`config.mk`:
```
export PLATFORM = sky130hd
export DESIGN_NAME = msic_top
export DESIGN_NICKNAME = d
export VERILOG_FILES = /design/src/shared/msic_pkg.sv /design/src/shared/msic_cfg_if.sv /design/src/msic_regs.sv /design/src/msic_engine.sv /design/src/msic_top.sv
export SDC_FILE = /design/constraint.sdc
export NUM_CORES = 1
export LEC_CHECK = 0
export ABC_AREA = 1
export BUFFER_PORTS_ARGS = -buffer_cell sky130_fd_sc_hd__buf_2
export CORE_UTILIZATION = 50
export DETAILED_ROUTE_END_ITERATION = 10
export GPL_ROUTABILITY_DRIVEN = 0
export GPL_TIMING_DRIVEN = 0
export PLACE_DENSITY = 0.79
export SLEW_MARGIN = 20
export SYNTH_ARGS = -nofsm -noshare
export SYNTH_HDL_FRONTEND = slang
export SYNTH_SLANG_ARGS = --single-unit
```
`constraint.sdc`:
```
create_clock -name mclk_in -period 3.54 [get_ports mclk_in]
set_input_delay 0.177 -clock mclk_in [delete_from_list [all_inputs] [get_ports mclk_in]]
set_output_delay 0.177 -clock mclk_in [all_outputs]
set_load 0.02 [all_outputs]
```
`src/shared/msic_pkg.sv`:
```
// Constants for the message-signalled interrupt capability block.
// Assumes a 32-bit configuration access port supplied by the bus target logic.
package msic_pkg;
  localparam logic [7:0]  CAP_BASE_OFFSET   = 8'hF0;
  localparam logic [7:0]  ADDR_LOW_OFFSET   = 8'hF4;
  localparam logic [7:0]  ADDR_HIGH_OFFSET  = 8'hF8;
  localparam logic [7:0]  PAYLOAD_OFFSET    = 8'hFC;
  localparam logic [7:0]  CAP_ID_VALUE      = 8'h05;
  localparam logic [7:0]  NEXT_PTR_VALUE    = 8'h00;
  localparam logic [2:0]  MULTI_CAP_VALUE   = 3'h0;
  localparam logic        WIDE_ADDR_VALUE   = 1'b1;
  localparam int          CTRL_ENABLE_BIT   = 0;
  localparam int          CTRL_MCAP_LSB     = 1;
  localparam int          CTRL_MEN_LSB      = 4;
  localparam int          CTRL_WIDE_BIT     = 7;
  localparam int          CTRL_FIELD_LSB    = 16;
  localparam logic [2:0]  MULTI_EN_RESET    = 3'h0;
  localparam logic [31:0] ADDR_RESET        = 32'h0000_0000;
  localparam logic [15:0] PAYLOAD_RESET     = 16'h0000;
  localparam int          CAUSE_WIDTH       = 32;
endpackage : msic_pkg

```
`src/shared/msic_cfg_if.sv`:
```
// Carries configuration state from the register file to the delivery engine.
// Assumes both ends share one clock.
interface msic_cfg_if;
  logic        msg_enable;
  logic [63:0] msg_address;
  logic [15:0] msg_payload;
  modport regs (output msg_enable, output msg_address, output msg_payload);
  modport engine (input msg_enable, input msg_address, input msg_payload);
endinterface : msic_cfg_if

```
`src/msic_regs.sv`:
```
// Capability register set: control, 64-bit address, payload.
// Assumes one-cycle write and read strobes from the configuration target.
module msic_regs
  import msic_pkg::*;
(
  // Clock and reset
  input  wire logic        mclk_in,
  input  wire logic        reset_in,
  // Configuration access
  input  wire logic        wr_in,
  input  wire logic [7:0]  addr_in,
  input  wire logic [31:0] wdata_in,
  input  wire logic [3:0]  be_in,
  input  wire logic        visible_in,
  output logic [31:0]      rdata_comb_out,
  // Configuration state
  msic_cfg_if.regs         cfg
);
  import msic_pkg::*;

  logic        enable_reg, enable_next;
  logic [2:0]  multi_en_reg, multi_en_next;
  logic [31:0] addr_low_reg, addr_low_next;
  logic [31:0] addr_high_reg, addr_high_next;
  logic [15:0] payload_reg, payload_next;
  logic [15:0] ctrl;

  function automatic logic [31:0] merge(input logic [31:0] old_v, input logic [31:0] new_v,
                                        input logic [3:0] be);
    logic [31:0] r;
    r = old_v;
    for (int i = 0; i < 4; i++)
    begin
      if (be[i])
      begin
        r[i*8 +: 8] = new_v[i*8 +: 8];
      end
    end
    return r;
  endfunction : merge

  always_comb
  begin
    logic [31:0] t;
    t              = 32'h0000_0000;
    enable_next    = enable_reg;
    multi_en_next  = multi_en_reg;
    addr_low_next  = addr_low_reg;
    addr_high_next = addr_high_reg;
    payload_next   = payload_reg;
    if (wr_in && visible_in)
    begin
      unique case (addr_in)
        CAP_BASE_OFFSET:
        begin
          if (be_in[2])
          begin
            enable_next   = wdata_in[CTRL_FIELD_LSB + CTRL_ENABLE_BIT];
            multi_en_next = wdata_in[CTRL_FIELD_LSB + CTRL_MEN_LSB +: 3];
          end
        end
        ADDR_LOW_OFFSET:
        begin
          t             = merge(addr_low_reg, wdata_in, be_in);
          addr_low_next = {t[31:2], 2'h0};
        end
        ADDR_HIGH_OFFSET: addr_high_next = merge(addr_high_reg, wdata_in, be_in);
        PAYLOAD_OFFSET:
        begin
          t            = merge({16'h0000, payload_reg}, wdata_in, be_in);
          payload_next = t[15:0];
        end
        default: ;
      endcase
    end
  end

  always_ff @(posedge mclk_in)
  begin
    if (reset_in)
    begin
      enable_reg    <= 1'b0;
      multi_en_reg  <= MULTI_EN_RESET;
      addr_low_reg  <= ADDR_RESET;
      addr_high_reg <= ADDR_RESET;
      payload_reg   <= PAYLOAD_RESET;
    end
    else
    begin
      enable_reg    <= enable_next;
      multi_en_reg  <= multi_en_next;
      addr_low_reg  <= addr_low_next;
      addr_high_reg <= addr_high_next;
      payload_reg   <= payload_next;
    end
  end

  // Reserved high byte reads zero, single-message code and wide address are fixed.
  assign ctrl = {8'h00, WIDE_ADDR_VALUE, multi_en_reg, MULTI_CAP_VALUE, enable_reg};

  always_comb
  begin
    rdata_comb_out = 32'h0000_0000;
    if (visible_in)
    begin
      unique case (addr_in)
        CAP_BASE_OFFSET:  rdata_comb_out = {ctrl, NEXT_PTR_VALUE, CAP_ID_VALUE};
        ADDR_LOW_OFFSET:  rdata_comb_out = addr_low_reg;
        ADDR_HIGH_OFFSET: rdata_comb_out = addr_high_reg;
        PAYLOAD_OFFSET:   rdata_comb_out = {16'h0000, payload_reg};
        default:          rdata_comb_out = 32'h0000_0000;
      endcase
    end
  end

  assign cfg.msg_enable  = enable_reg & visible_in;
  assign cfg.msg_address = {addr_high_reg, addr_low_reg};
  assign cfg.msg_payload = payload_reg;
endmodule : msic_regs

```
`src/msic_engine.sv`:
```
// Decides when to raise the pin or issue one message write.
// Assumes the bus master holds done high one cycle when the write completes.
module msic_engine
  import msic_pkg::*;
#(
  parameter int CW = CAUSE_WIDTH
)
(
  // Clock and reset
  input  wire logic          mclk_in,
  input  wire logic          reset_in,
  // Interrupt causes and message completion
  input  wire logic [CW-1:0] cause_in,
  input  wire logic [CW-1:0] mask_in,
  input  wire logic          cause_read_in,
  input  wire logic          done_in,
  // Results
  output logic               req_out,
  output logic               pin_out,
  // Configuration state
  msic_cfg_if.engine         cfg
);
  import msic_pkg::*;

  typedef enum {ST_IDLE, ST_SEND, ST_WAIT_READ} msic_state_e;
  msic_state_e state_reg, state_next;
  logic        pending, prev_pending_reg;
  logic        req_reg, req_next, pin_reg, pin_next;

  assign pending = |(cause_in & mask_in);

  always_comb
  begin
    state_next = state_reg;
    req_next   = 1'b0;
    pin_next   = ~cfg.msg_enable & pending;
    unique case (state_reg)
      ST_IDLE:
      begin
        // A new rising event is required; a cause left set re-fires only after a cause read clears the history.
        if (cfg.msg_enable && pending && !prev_pending_reg)
        begin
          state_next = ST_SEND;
          req_next   = 1'b1;
        end
      end
      ST_SEND:
      begin
        req_next = ~done_in;
        if (done_in)
        begin
          state_next = ST_WAIT_READ;
        end
      end
      ST_WAIT_READ:
      begin
        if (cause_read_in)
        begin
          state_next = ST_IDLE;
        end
      end
    endcase
  end

  always_ff @(posedge mclk_in)
  begin
    if (reset_in)
    begin
      state_reg        <= ST_IDLE;
      req_reg          <= 1'b0;
      pin_reg          <= 1'b0;
      prev_pending_reg <= 1'b0;
    end
    else
    begin
      state_reg        <= state_next;
      req_reg          <= req_next;
      pin_reg          <= pin_next;
      // A read clears the history, so a cause arriving afterwards counts as new.
      prev_pending_reg <= cause_read_in ? 1'b0 : pending;
    end
  end

  assign req_out = req_reg;
  assign pin_out = pin_reg;
endmodule : msic_engine

```
`src/msic_top.sv`:
```
// Top: configuration port, cause inputs, message request and pin outputs.
// Assumes a bus master that performs the write and pulses msg_done_in.
module msic_top
  import msic_pkg::*;
#(
  parameter int CW = msic_pkg::CAUSE_WIDTH
)
(
  // Clock and reset
  input  wire logic          mclk_in,
  input  wire logic          reset_in,
  // Configuration access
  input  wire logic          cfg_wr_in,
  input  wire logic          cfg_rd_in,
  input  wire logic [7:0]    cfg_addr_in,
  input  wire logic [31:0]   cfg_wdata_in,
  input  wire logic [3:0]    cfg_be_in,
  output logic [31:0]        cfg_rdata_out,
  output logic               cfg_rvalid_out,
  // Straps
  input  wire logic          conventional_mode_in,
  input  wire logic          nv_msi_disable_in,
  // Interrupt causes
  input  wire logic [CW-1:0] interrupt_cause_register_in,
  input  wire logic [CW-1:0] interrupt_mask_in,
  input  wire logic          cause_read_in,
  // Message write
  output logic               msg_req_out,
  output logic [63:0]        msg_addr_out,
  output logic [31:0]        msg_data_out,
  input  wire logic          msg_done_in,
  // Legacy pin
  output logic               int_pin_n_out
);
  import msic_pkg::*;

  msic_cfg_if cfg ();
  logic        visible_reg, visible_next;
  logic [31:0] rdata_comb, rdata_reg, rdata_next;
  logic        rvalid_reg, rvalid_next;
  logic [63:0] addr_reg, addr_next;
  logic [31:0] data_reg, data_next;
  logic        req_w, pin_w;

  msic_regs u_regs (
    .mclk_in        (mclk_in),
    .reset_in       (reset_in),
    .wr_in          (cfg_wr_in),
    .addr_in        (cfg_addr_in),
    .wdata_in       (cfg_wdata_in),
    .be_in          (cfg_be_in),
    .visible_in     (visible_reg),
    .rdata_comb_out (rdata_comb),
    .cfg            (cfg.regs)
  );

  msic_engine #(.CW(CW)) u_engine (
    .mclk_in       (mclk_in),
    .reset_in      (reset_in),
    .cause_in      (interrupt_cause_register_in),
    .mask_in       (interrupt_mask_in),
    .cause_read_in (cause_read_in),
    .done_in       (msg_done_in),
    .req_out       (req_w),
    .pin_out       (pin_w),
    .cfg           (cfg.engine)
  );

  // Straps come from logic in this clock domain, so no synchroniser is needed.
  always_comb
  begin
    visible_next = ~(conventional_mode_in & nv_msi_disable_in);
    rdata_next   = cfg_rd_in ? rdata_comb : rdata_reg;
    rvalid_next  = cfg_rd_in;
    // Freeze target while a message is in flight so it cannot tear mid-write.
    addr_next    = req_w ? addr_reg : cfg.msg_address;
    data_next    = req_w ? data_reg : {16'h0000, cfg.msg_payload};
  end

  always_ff @(posedge mclk_in)
  begin
    if (reset_in)
    begin
      visible_reg <= 1'b1;
      rdata_reg   <= 32'h0000_0000;
      rvalid_reg  <= 1'b0;
      addr_reg    <= 64'h0000_0000_0000_0000;
      data_reg    <= 32'h0000_0000;
    end
    else
    begin
      visible_reg <= visible_next;
      rdata_reg   <= rdata_next;
      rvalid_reg  <= rvalid_next;
      addr_reg    <= addr_next;
      data_reg    <= data_next;
    end
  end

  assign cfg_rdata_out  = rdata_reg;
  assign cfg_rvalid_out = rvalid_reg;
  assign msg_req_out    = req_w;
  assign msg_addr_out   = addr_reg;
  assign msg_data_out   = data_reg;
  assign int_pin_n_out  = ~pin_w;
endmodule : msic_top

```
==> impl_metrics.yaml <==
logic_synthesis:
  ys_types: 26
  syn-cell-area_um2: 7750
  synthTopCellsByCount: "dfxtp_1, a21oi_1, o21ai_0"
  ys.warnings.count: 0
  synth.most_common_cell: "dfxtp_1"
  syn_avg_cell_area_um2: 7.85
  synth_area_leader_cell: "dfxtp_1"
  synthArstFlopShare_pct: 0
  synth-edff-count: 0
  synth_top_area_share_pct: 51.4
  synth_seq_cells: 199
  ys_top_cells_by_area: "dfxtp_1, a21oi_1, o21ai_0"
  synth_seq_area_share_pct: 51.4
  synth_cells: 987
  ys.flop_type: "dfxtp_1"
global_routing:
  grtUsageTotal_pct: 31.7
  antenna_found_initial: 1
  grt_max_degree: 19
  grt_first_pass_wirelength_mm: 38.5
  grt_overflow_total: 0
  grt_pass1_vias: 7233
layout:
  multiInputGateArea_um2: 3020
  seq_area_um2: 3980
  nets: 1373
  largest_register_ff_count: 62
  nFillCells: 1351
  drive_gt1_share_pct: 24.9
  area_growth_pct: 26.3
critical_path:
  cpPeakStageDelay_ns: 0.52
  path_cells: "inv_1, clkbuf_1, clkbuf_1, o21ai_0, a21oi_1"
  startpoint_type: "flip-flop"
  worstPathArrival_ns: 2.11
  reg2reg_slack_ns: 1.81
  worst-path-max-fanout: 10
  critPathRequiredTime_ns: 3.92
  cpMostUsedCell: "clkbuf_1"
  cp_slowest_cell: "clkbuf_1"
  cp-end-kind: "flip-flop"
  worst-setup-path-type: "reg2reg"
power_and_ir_drop:
  p_int_uw: 3480
  p_per_area_nw_per_um2: 491
  leakagePower_uw: 0.00420
  switching_share_pct: 27.6
  power.switching_uw: 1330
  seqPwrFrac_pct: 48.6
  clkPwrFrac_pct: 39.7
  ir_worst_vdd_mv: 0.336
  power_frac_comb_pct: 11.8
sta:
  hold_viol: 0
  skew_ns: 0.00911
  slew_viol_final: 0
  fmax_mhz: 578
  period_needed_ns: 1.73
  slew_headroom_pct: 52.1
  setup_tns_ns: 0
  fin_crit_sh_pct: 48.9
  tightestPinTransition_ns: 0.718
  fin_ws_ns: 1.81
  setup_viol: 0
  rsz0062_at_grt: "no"
hold_path:
  hp-class: "in2reg"
floorplan:
  dieWidth_um: 127
  core_um2: 15100
  boundaryPins: 247
  rows: 45
  die_y_um: 127
  start_util_pct: 51.2
  die_area_um2: 16000
placement:
  post-dp-hpwl_mm: 18.7
  io_buffers: 227
  dp_slack_ns: 1.58
routing:
  routed_wl_mm: 25.4
  num_vias: 7974
  avgViaCountPerCell: 5.48
  wl_per_cell_um: 17.5
  drt-initial-drc-count: 854
  post-route-drc-count: 0
  ant_nets: 0
  firstDrtPassIters: 6
clocking:
  cts_resized: 0
  insertion_delay_ns: 0.45
  cts_sinks: 199
  h-tree-depth: 4
  clkTransAtPathRegs_ns: 0.08
  cts_root_buffer: "clkbuf_16"
  tritoncts: "done"
  cts_buffers: 17
  clk_path_buf_depth: 2
run_status:
  status: "finished clean"
run:
  maxCapViolCount: 0
[cell type report]
cell class | instances | area share (%)
clock inverter | 14 | 1.47
buffer | 80 | 4.27
tap | 188 | 2.40
sequential | 199 | 40.7
clock buffer | 18 | 4.38
inverter | 103 | 3.97
antenna | 1 | 0.0256
multi-input combinational | 622 | 30.9
timing repair buffer | 230 | 11.9
[path summary, 6_finish.rpt]
| path | from | to | depth (start not counted) |
|---|---|---|---|
| worst min register to register | u_regs.multi_en_reg[1] | u_regs.multi_en_reg[1] | 2 |
| worst max-delay path | u_engine.req_out | msg_data_out[14] | 5 |
| worst min-delay path | cfg_wdata_in[18] | u_regs.addr_low_reg[18] | 3 |
| worst max register to register | u_engine.req_out | msg_data_out[14] | 5 |
[metrics by stage]
stage / power [µW] / cells / area [µm²] / utilization (%) / hold slack [ns]
floorplan: 2710 / 1004 / 7820 / - / 0.249
global placement: 2920 / 1419 / 9190 / 60.7 / 0.363
detailed placement: 2930 / 1419 / 9190 / 60.7 / 0.373
CTS: 4790 / 1454 / 9790 / 64.6 / 0.0273
global route: 4970 / 1454 / 9790 / 64.6 / 0.0479
finish: 4800 / 1455 / 9790 / 64.7 / 0.0236
[critical path, delay by kind of cell (launching register included)]
kind	cells	cell delay [ns]
flops	1	0.32
buf+inv	3	1.06
compound gates	2	0.28
[cell families after synthesis]
| family | Yosys count | share of synthesized area, % |
|---|---|---|
| AOI/OAI and AO/OA | 394 | 26.2 |
| adders and majority gates | 4 | 0.646 |
| buffers and inverters | 183 | 10.4 |
| DFF | 199 | 51.4 |
| other | 1 | 0.0484 |
| and+or+nand+nor | 206 | 11.3 |
[per-layer routing]
metal  global-route usage, %  routed length, µm  share of wire [%]  up-vias
met5                       0                 13              0.051        -
met4                    17.1               1090                4.3        2
met3                    5.86               2320                9.1       77
met2                    52.7              11900                 47      466
met1                    39.1              10100                 40     3631
li1                        -                  -                  -     3798
[placed cells by master (no fill, tap or decap)]
cell           count
a21oi_1          196
buf_2            243
buf_4             20
buf_6              3
bufinv_16          1
clkbuf_1          42
clkbuf_16         17
clkinv_2           3
clkinv_4           6
clkinvlp_4         1
conb_1            18
dfxtp_1          199
diode_2            1
dlygate4sd3_1      3
ha_1               4
inv_1             98
inv_2              3
inv_6              3
inv_8              2
nand2_1          143
nand2_2            7
nand2_4            2
nand3_1           22
nand4_1            2
nor2_1            24
nor2_2             1
nor2_4             1
nor3_1             2
nor3_4             2
o2111ai_1          1
o211ai_1          16
o21ai_0          152
o21ai_1           17
o22ai_1           12
[power groups by stage]
stage	sequential, µW	clock [µW]	combinational (µW)
final	2330	1910	565
after global routing	2340	2010	619
after CTS	2330	1900	557
after detailed placement	2380	0	550
after global placement	2380	0	542
after floorplan	2430	0	282
[repair_timing]
item	4_1_cts	5_1_grt
endpoints found under the hold margin	2	0
hold buffers	3	0
buffers inserted	0	0
Power figures use the tool's default switching activity.
